===== src/rtl/hbfs_defs.svh =====
// Purpose: constants of the half-bridge fault status block
// Assumes: one 16-bit status word, six bridge fields per word
// Notes:   included by the package and the top module
// Overview of operation
// Bit 14 is set while either driver supply is under or over voltage.
// Bit 15 shows a latched overcurrent and bit 13 an underload, one=fault.
// Each bridge has a two-bit field, descending, channel six at bit 12.
// A field reads 00 disabled, 01 overcurrent, 10 underload.
// A field reads 11 when the output is enabled without fault.
// Power-on reset clears every status bit to zero.
// Each field comes from a per-channel priority state machine.
// Supply fault recovers on leaving undervoltage, or overvoltage if lockout.
// The thermal flag is driven before the frame, status after first rise; the code drives the flag ORed with i_si there.
// Underload may move to overcurrent but overcurrent never to underload.
// The status word is captured at frame start and held for the frame.
`ifndef HBFS_DEFS_SVH
`define HBFS_DEFS_SVH
`define HBFS_WORD_W      16
`define HBFS_NUM_CH      6
`define HBFS_BIT_OCS     15
`define HBFS_BIT_PSF     14
`define HBFS_BIT_ULD     13
`define HBFS_BIT_CH_TOP  12
`define HBFS_BIT_TW      0
`define HBFS_CODE_DIS    2'b00
`define HBFS_CODE_OCS    2'b01
`define HBFS_CODE_ULD    2'b10
`define HBFS_CODE_EN     2'b11
`define HBFS_WORD_RST    16'h0000
`endif


===== src/rtl/hbfs_pkg.sv =====
// Purpose: types of the half-bridge fault status block
// Assumes: constants come from hbfs_defs.svh
// Notes:   channel state codes are gray along dis-en-uld-ocs
`include "hbfs_defs.svh"
package hbfs_pkg;
  typedef enum logic [1:0] {
    HBFS_ST_DIS = 2'b00,
    HBFS_ST_EN  = 2'b01,
    HBFS_ST_ULD = 2'b11,
    HBFS_ST_OCS = 2'b10
  } hbfs_ch_st_t;

  typedef struct packed {
    hbfs_ch_st_t [`HBFS_NUM_CH-1:0] ch;
    logic                          supply_fault_flag;
    logic                          ov_lat;
    logic                          thermal_shutdown_flag;
    logic [`HBFS_WORD_W-1:0]       word;
    logic [`HBFS_WORD_W-1:0]       sh;
    logic                          si_lat;
    logic                          pre;
    logic                          so;
    logic                          so_oe_n;
    logic                          sclk;
    logic                          csb_n;
  } hbfs_state_t;
endpackage


===== src/rtl/hbfs_top.sv =====
// Purpose: status word assembly and serial output of a bridge driver
// Assumes: all inputs synchronous to i_core_clk, sclk well below clk/2
// Notes:   fault inputs are levels from the analog monitors
`timescale 1ns/1ps
`include "hbfs_defs.svh"
module hbfs_top #(
  parameter int NUM_CH = `HBFS_NUM_CH
) (
  input  wire logic              i_core_clk,
  input  wire logic              i_rst,
  input  wire logic              i_csb_n,
  input  wire logic              i_sclk,
  input  wire logic              i_si,
  input  wire logic [NUM_CH-1:0] i_out_enabled,
  input  wire logic [NUM_CH-1:0] i_ocs_det,
  input  wire logic [NUM_CH-1:0] i_uld_det,
  input  wire logic              i_fault_clr,
  input  wire logic              i_vs_uv,
  input  wire logic              i_vs_ov,
  input  wire logic              i_overvoltage_lockout_setting,
  input  wire logic              i_tsd_det,
  input  wire logic              i_tsd_clr,
  input  wire logic              i_thermal_warn,
  output logic                   o_so,
  output logic                   o_so_oe_n,
  output logic [15:0]            o_fault_status_word,
  output logic                   o_thermal_shutdown_flag,
  output logic                   o_supply_fault_flag
);

  if (NUM_CH != `HBFS_NUM_CH) begin : g_bad_num_ch
    $error("hbfs_top: word layout holds exactly six bridge fields");
  end

  hbfs_pkg::hbfs_state_t s_q;
  hbfs_pkg::hbfs_state_t s_d;

  logic                    sclk_rise;
  logic                    sclk_fall;
  logic                    csb_fall;
  logic                    any_ocs;
  logic                    any_uld;
  logic [`HBFS_WORD_W-1:0] live_word;
  logic [2*NUM_CH-1:0]     fields;

  assign sclk_rise = i_sclk & ~s_q.sclk;
  assign sclk_fall = ~i_sclk & s_q.sclk;
  assign csb_fall  = ~i_csb_n & s_q.csb_n;

  // per-channel output code, channel 1 in the lowest field
  genvar g;
  generate
    for (g = 0; g < NUM_CH; g++) begin : g_field
      always_comb begin
        unique case (s_q.ch[g])
          hbfs_pkg::HBFS_ST_DIS: fields[2*g +: 2] = `HBFS_CODE_DIS;
          hbfs_pkg::HBFS_ST_OCS: fields[2*g +: 2] = `HBFS_CODE_OCS;
          hbfs_pkg::HBFS_ST_ULD: fields[2*g +: 2] = `HBFS_CODE_ULD;
          hbfs_pkg::HBFS_ST_EN:  fields[2*g +: 2] = `HBFS_CODE_EN;
        endcase
      end
    end
  endgenerate

  always_comb begin
    any_ocs = 1'b0;
    any_uld = 1'b0;
    for (int i = 0; i < NUM_CH; i++) begin
      any_ocs = any_ocs | (s_q.ch[i] == hbfs_pkg::HBFS_ST_OCS);
      any_uld = any_uld | (s_q.ch[i] == hbfs_pkg::HBFS_ST_ULD);
    end
    live_word = `HBFS_WORD_RST;
    live_word[`HBFS_BIT_OCS] = any_ocs;
    live_word[`HBFS_BIT_PSF] = s_q.supply_fault_flag;
    live_word[`HBFS_BIT_ULD] = any_uld;
    // descending packing puts channel six at the top field
    live_word[`HBFS_BIT_CH_TOP -: 2*NUM_CH] = fields;
    live_word[`HBFS_BIT_TW] = i_thermal_warn;
  end

  always_comb begin
    s_d = s_q;
    s_d.sclk  = i_sclk;
    s_d.csb_n = i_csb_n;
    s_d.word  = live_word;

    // priority machine per bridge, overcurrent ranks highest
    for (int i = 0; i < NUM_CH; i++) begin
      unique case (s_q.ch[i])
        hbfs_pkg::HBFS_ST_DIS,
        hbfs_pkg::HBFS_ST_EN: begin
          if (i_ocs_det[i]) begin
            s_d.ch[i] = hbfs_pkg::HBFS_ST_OCS;
          end else if (i_uld_det[i] && i_out_enabled[i]) begin
            s_d.ch[i] = hbfs_pkg::HBFS_ST_ULD;
          end else if (i_out_enabled[i]) begin
            s_d.ch[i] = hbfs_pkg::HBFS_ST_EN;
          end else begin
            s_d.ch[i] = hbfs_pkg::HBFS_ST_DIS;
          end
        end
        hbfs_pkg::HBFS_ST_ULD: begin
          if (i_ocs_det[i]) begin
            s_d.ch[i] = hbfs_pkg::HBFS_ST_OCS;
          end else if (!i_uld_det[i] || !i_out_enabled[i]) begin
            s_d.ch[i] = i_out_enabled[i] ? hbfs_pkg::HBFS_ST_EN
                                         : hbfs_pkg::HBFS_ST_DIS;
          end
        end
        hbfs_pkg::HBFS_ST_OCS: begin
          // latched; a new detection in the clear cycle keeps it set
          if (i_fault_clr && !i_ocs_det[i]) begin
            // no direct path to underload from here
            s_d.ch[i] = i_out_enabled[i] ? hbfs_pkg::HBFS_ST_EN
                                         : hbfs_pkg::HBFS_ST_DIS;
          end
        end
      endcase
    end

    // without lockout an overvoltage stays flagged until cleared
    if (i_vs_ov) begin
      s_d.ov_lat = 1'b1;
    end else if (i_overvoltage_lockout_setting || i_fault_clr) begin
      s_d.ov_lat = 1'b0;
    end
    // undervoltage recovers as soon as the supply is back
    s_d.supply_fault_flag = i_vs_uv | s_d.ov_lat;

    if (i_tsd_det) begin
      s_d.thermal_shutdown_flag = 1'b1;
    end else if (i_tsd_clr) begin
      s_d.thermal_shutdown_flag = 1'b0;
    end

    // serial side
    if (i_csb_n) begin
      s_d.so_oe_n = 1'b1;
      s_d.so      = 1'b0;
      s_d.pre     = 1'b0;
    end else if (csb_fall) begin
      s_d.sh      = live_word;
      s_d.pre     = 1'b1;
      s_d.so_oe_n = 1'b0;
      s_d.so      = s_q.thermal_shutdown_flag | i_si;
    end else begin
      s_d.so_oe_n = 1'b0;
      if (sclk_fall) begin
        s_d.si_lat = i_si;
      end
      if (sclk_rise) begin
        s_d.pre = 1'b0;
        s_d.so  = s_q.sh[`HBFS_WORD_W-1];
        s_d.sh  = {s_q.sh[`HBFS_WORD_W-2:0], s_q.si_lat};
      end else if (s_q.pre) begin
        s_d.so  = s_q.thermal_shutdown_flag | i_si;
      end
    end
  end

  always_ff @(posedge i_core_clk) begin
    if (i_rst) begin
      s_q       <= '0;
      s_q.csb_n <= 1'b1;
      s_q.so_oe_n <= 1'b1;
    end else begin
      s_q <= s_d;
    end
  end

  assign o_so                    = s_q.so;
  assign o_so_oe_n               = s_q.so_oe_n;
  assign o_fault_status_word     = s_q.word;
  assign o_thermal_shutdown_flag = s_q.thermal_shutdown_flag;
  assign o_supply_fault_flag     = s_q.supply_fault_flag;

endmodule // hbfs_top


===== config.mk =====
export PLATFORM = sky130hd
export DESIGN_NAME = hbfs_top
export DESIGN_NICKNAME = d
export VERILOG_FILES = /design/src/rtl/hbfs_pkg.sv /design/src/rtl/hbfs_top.sv
export VERILOG_INCLUDE_DIRS = /design/src /design/src/rtl
export SDC_FILE = /design/constraint.sdc
export NUM_CORES = 1
export LEC_CHECK = 0
export ABC_AREA = 1
export BUFFER_PORTS_ARGS = -buffer_cell sky130_fd_sc_hd__buf_4
export CORE_ASPECT_RATIO = 0.5
export CORE_MARGIN = 2
export CORE_UTILIZATION = 60
export DETAILED_ROUTE_END_ITERATION = 8
export GPL_TIMING_DRIVEN = 0
export PLACE_DENSITY = 0.91
export SLEW_MARGIN = 10
export SYNTH_ARGS = -nofsm -noshare
export SYNTH_HDL_FRONTEND = slang
export SYNTH_SLANG_ARGS = --single-unit

===== constraint.sdc =====
create_clock -name i_core_clk -period 2.3 [get_ports i_core_clk]
set_input_delay 0.46 -clock i_core_clk [delete_from_list [all_inputs] [get_ports i_core_clk]]
set_output_delay 0.46 -clock i_core_clk [all_outputs]
set_load 0.01 [all_outputs]

[Word-level counts from Yosys, hierarchy flattened]
Index checks and enable logic that the tools add are counted.
Cells by class
  multiply operators: 0
  divide/modulo/power cells: 0
  bitwise logic cells: 19
  magnitude comparators: 0
  muxes and demuxes: 58
  add/subtract/negate cells: 0
  reductions and logical operators: 61
  eq/ne operators: 30
  shift operators: 0
Operators by type and width (number)
  2-bit two-way mux: 30
  2-bit one-hot mux with 4 select lines: 6
  2-bit one-hot mux with 3 select lines: 6
  16-bit two-way mux: 2
  2-bit equality test (second input constant): 12
  1-bit zero test: 18
  3-bit by 2-bit inequality test with 1-bit output (second input constant): 6
  2-bit AND reduction: 7
  2-bit OR reduction: 7
  1-bit two-way mux: 13
  2-bit by 1-bit equality test with 1-bit output (second input constant): 6
  1-bit logical AND: 12
  2-bit zero test: 6
  2-bit by 1-bit inequality test with 1-bit output (second input constant): 6
  1-bit bitwise OR: 12
  1-bit logical OR: 7
  1-bit NOT: 4
  2-bit nonzero test: 2
  1-bit bitwise AND: 3
  3-bit two-way mux: 1
  3-bit AND reduction: 1
  3-bit nonzero test: 1
Word-level totals
  memory bits (writable): 0
  memories kept: 0
  logic and storage cells: 185
  input port bits: 30
  register bits: 53
  ROM bits: 0
  output and inout port bits: 20
  bits in latches: 0

[Depth between registers and ports, before layout]
  depth in word-level cells: 7
  gate-level depth with buffers: 8
  gate-level depth less buffers: 8

[Worst setup path after synthesis]
OpenSTA, ideal clock, no wires.
  kind: input-to-reg
  from: input i_csb_n
  to: register s_q[19] (netlist name)
  stages: 6
  path buffers: 2
  required time: 2184 ps
  data arrival time: 1046 ps
  setup time: 116 ps
  path slack: 1139 ps
  cell sequence: inv_4 > nand2_4 > buf_6 > buf_6 > o21ai_0 > nor2_1
On the way
  longest elaborated chain between the ends: 4
  elaborated cells on any way between the ends: 5
  those cells by class: 1 x mux; 2 x bitwise; 2 x reduce/logical
Ends and longest elaborated chain
  start: declaration: RTL line hbfs_top.sv:11  | input wire logic i_csb_n,
  1-bit NOT (no source line) (*)
  1-bit bitwise AND: RTL line hbfs_top.sv:48  | assign csb_fall = ~i_csb_n & s_q.csb_n;
  2-bit nonzero test (no source line)
  2-bit AND reduction (no source line)
  end: declaration: RTL line hbfs_top.sv:35  | hbfs_pkg::hbfs_state_t s_q;
Mark *: on every way between the ends. The rest lies on a longest branch, timed or not.
A chain may end at the register's enable or synchronous reset.

[Worst setup path in the final report]
  from: register s_q[47] (netlist name)
  to: register s_q[13] (netlist name)
On the way
  longest elaborated chain between the ends: 3
  elaborated cells on any way between the ends: 6
  those cells by class: 3 x eq/ne; 2 x mux; 1 x reduce/logical
Ends and longest elaborated chain
  2-bit by 1-bit equality test with 1-bit output, or another cell as far along: RTL line hbfs_top.sv:55  | unique case (s_q.ch[g])
  2-bit one-hot mux with 4 select lines (*): RTL line hbfs_top.sv:55
  net fields[6]: RTL line hbfs_top.sv:44  | logic [2*NUM_CH-1:0] fields;
  16-bit two-way mux (*): RTL line hbfs_top.sv:141  | end else if (csb_fall) begin
The timed path passes the listed nets; every way through them passes the cells marked *.

==> qor.csv <==
stage;metric;value;unit
clock_network;# H-tree levels;2;
synth;count of different cell masters after synthesis;24;
global_route;grt ovf;0;
detailed_routing;WL/cell;11.3;um
synth;Syn Nets;474;
global_route;GRT Overall Usage;0.250;
floorplan;starting density of the core;0.642;
timing;Final Hold Fails;0;
synth;Simple-Gate Fraction of Synth Area;0.311;
layout;commonest non-fill, non-tap cells in the layout;100 x nor2_1, 92 x nand2_1, 66 x buf_4;
clock_network;CTS buffer count;5;
detailed_routing;via count;2626;
global_route;first-pass GRT wire length;10300;um
synth;YS warnings;0;
timing;fin crit period;1.34;ns
placement;Placer Congestion;0.876;
synth;largest family of logic cells by synthesized area;simple AND/OR/NAND/NOR gates;
synth;Mapped Area;0.00289;mm^2
clock_network;Worst-Skew Late Latency;0.31;ns
clock_network;cts hold-fix bufs;0;
timing;Max Clk Rate;0.746;GHz
timing;setup TNS;0;ns
worst_setup_path;crit path DAT;1.59;ns
synth;sequential-to-total area share from yosys stat;0.367;
timing;Setup-failing EPs final;0;
detailed_routing;routed wire length;6170;um
global_route;vias in the first global route;2455;
worst_setup_path;Crit Path Class;reg2reg;
synth;post-synthesis mux area share;0;
placement;DP HPWL;4720;um
clock_network;CTS root buf;clkbuf_8;
timing;setup repair after global routing missed its margin;no;
timing;Slew @ Worst Pin;0.547;ns
floorplan;total core area;0.00451;mm^2
layout;Core Util, Final;0.761;
layout;Antenna diodes;0;
clock_network;clk sink count;53;
worst_setup_path;Critical R2R Launch;s_q[47];
detailed_routing;drt first pass iters;5;
power_and_ir_drop;Pwr Density;647;mW/mm^2
clock_network;setup repair bufs after CTS;0;
timing;period utilisation layout;0.583;
layout;net total in the final layout;530;
clock_network;Gates resized, CTS repair;0;
power_and_ir_drop;Leak;1.84;nW
timing;Setup Skew;0.0115;ns
floorplan;Die Span Y;53.1;um
power_and_ir_drop;VDD IR max;0.350;mV
run_status;status;finished clean;
min_path;Hold Crit Start;i_tsd_det;
synth;Compound-Gate Fraction of Synth Area;0.0813;
worst_setup_path;Reg2Reg Setup Slack;0.96;ns
worst_setup_path;CP endpoint;s_q[13];
layout;Layout area overhead;18.6;%
detailed_routing;Initial DRC Count;122;
detailed_routing;# DRC;0;
layout;most common cell after layout, fill and taps aside;nor2_1;
clock_network;CTS tree;built;
min_path;Worst Hold Class;in2reg;
placement;Buffers on Ports;49;
synth;cells after synthesis;421;
synth;Synth Area per Inst;6.87;um^2
synth;synthesis-stage register bit count;53;
detailed_routing;ANT nets after route;0;
timing;slew margin rel.;0.635;
timing;Final Max Tran Viols;0;
floorplan;Horiz. Die Dim;102;um
worst_setup_path;CP max FO;3;
floorplan;die area;0.00543;mm^2
clock_network;CTS clock-pin slew for the worst setup and hold paths;0.10;ns
layout;fraction of final layout cells sized beyond drive strength 1;0.182;
floorplan;# rows;17;
worst_setup_path;Worst setup EP type;flip-flop;
floorplan;Top-Level Pins;50;
worst_setup_path;beginning of the critical path;s_q[47];
synth;post-synthesis xor/xnor area fraction;0;
global_route;initial antenna violation count;0;
job;MaxCap Viol Count;0;
layout;# fillers;353;
global_route;largest net degree at the start of global routing;17;
worst_setup_path;worst-case reg-to-reg path depth;6;
worst_setup_path;reg2reg end;s_q[13];
detailed_routing;routed vias/inst;4.83;
worst_setup_path;crit start category;flip-flop;
worst_setup_path;required time worst endpoint;2.55;ns
clock_network;Max Root-Sink Buffers;2;
synth;Adder-Cell Fraction of Synth Area;0.0995;
==> cell type report <==
cell class | instances | area (um^2) | area share
buffer | 24 | 176 | 0.0514
clock buffer | 6 | 72.6 | 0.0212
clock inverter | 2 | 13.8 | 0.00401
inverter | 61 | 231 | 0.0675
multi-input combinational | 283 | 1420 | 0.415
sequential | 53 | 1060 | 0.309
tap | 66 | 82.6 | 0.0241
timing repair buffer | 49 | 368 | 0.107
==> per-layer routing <==
layer / part of all wire / track usage
met1: 0.47 / 0.304
met5: 0 / 0
met3: 0.064 / 0.0568
met4: 0.014 / 0.0956
met2: 0.45 / 0.439
==> synthesized netlist by cell type <==
library cell / n / area, um^2
clkbuf_1: 4 / 15.0
nor2_1: 100 / 375
dfxtp_1: 53 / 1060
o21a_1: 2 / 15.0
nand3_1: 18 / 90.1
o21bai_1: 6 / 45.0
inv_1: 57 / 214
a211oi_2: 1 / 12.5
nand4_1: 5 / 31.3
a21oi_1: 2 / 10.0
buf_4: 17 / 128
nor2_4: 1 / 11.3
ha_1: 23 / 288
inv_2: 3 / 11.3
nand2_1: 92 / 345
nand2_4: 2 / 22.5
o21ai_2: 1 / 8.76
o21ai_1: 1 / 5.00
nand3b_1: 1 / 7.51
nand3_4: 1 / 17.5
inv_4: 1 / 6.26
o21ai_0: 26 / 130
a21oi_2: 1 / 8.76
buf_6: 3 / 33.8
==> worst max-delay path, stage by stage, from the launching register on <==
cell and delay (ns):
dfxtp_1 0.39, inv_1 0.10, ha_1 0.33, inv_1 0.07, o21ai_0 0.21, nor2_1 0.08
nor2_1 0.10
==> metrics by stage <==
stage / setup slack [ns] / hold WS, ns / cell area (um^2) / std cells / total power [mW]
finish: 0.960 / 0.352 / 3430 / 544 / 2.22
CTS: 0.965 / 0.355 / 3430 / 544 / 2.21
detailed placement: 0.863 / 0.447 / 3340 / 536 / 1.70
global placement: 0.859 / 0.441 / 3340 / 536 / 1.68
floorplan: 1.14 / 0.444 / 2890 / 421 / 1.49
global route: 0.882 / 0.364 / 3430 / 544 / 2.35
==> report_power, final <==
group | total [mW] | switching [mW] | leakage, nW | internal, mW
clock | 0.525 | 0.307 | 0.0456 | 0.218
sequential | 1.06 | 0.0506 | 0.438 | 1.01
combinational | 0.629 | 0.352 | 1.35 | 0.276
total | 2.22 | 0.710 | 1.84 | 1.51
==> worst min-delay path by stage <==
stage | end | slack [ns] | cells past startpoint
after floorplan | s_q[39] | 0.44 | 2
after global placement | o_fault_status_word[14] | 0.44 | 2
after detailed placement | o_fault_status_word[14] | 0.45 | 2
after CTS | o_thermal_shutdown_flag | 0.35 | 3
after global routing | o_supply_fault_flag | 0.36 | 3
final | o_thermal_shutdown_flag | 0.35 | 3
==> registers in the layout, indices dropped and copies added (netlist names) <==
register,cells
o_so_oe_n,1
o_supply_fault_flag,1
s_q,33
o_so,1
o_thermal_shutdown_flag,1
o_fault_status_word,16
==> kinds of logic (layout without fill, tap and decap cells) <==
group | count (synthesis) | count (layout)
DFF | 53 | 53
AOI/OAI and AO/OA | 40 | 40
and+or+nand+nor | 220 | 220
adders and majority gates | 23 | 23
buffers and inverters | 85 | 142
No activity file was read; power rests on OpenSTA's default activity.
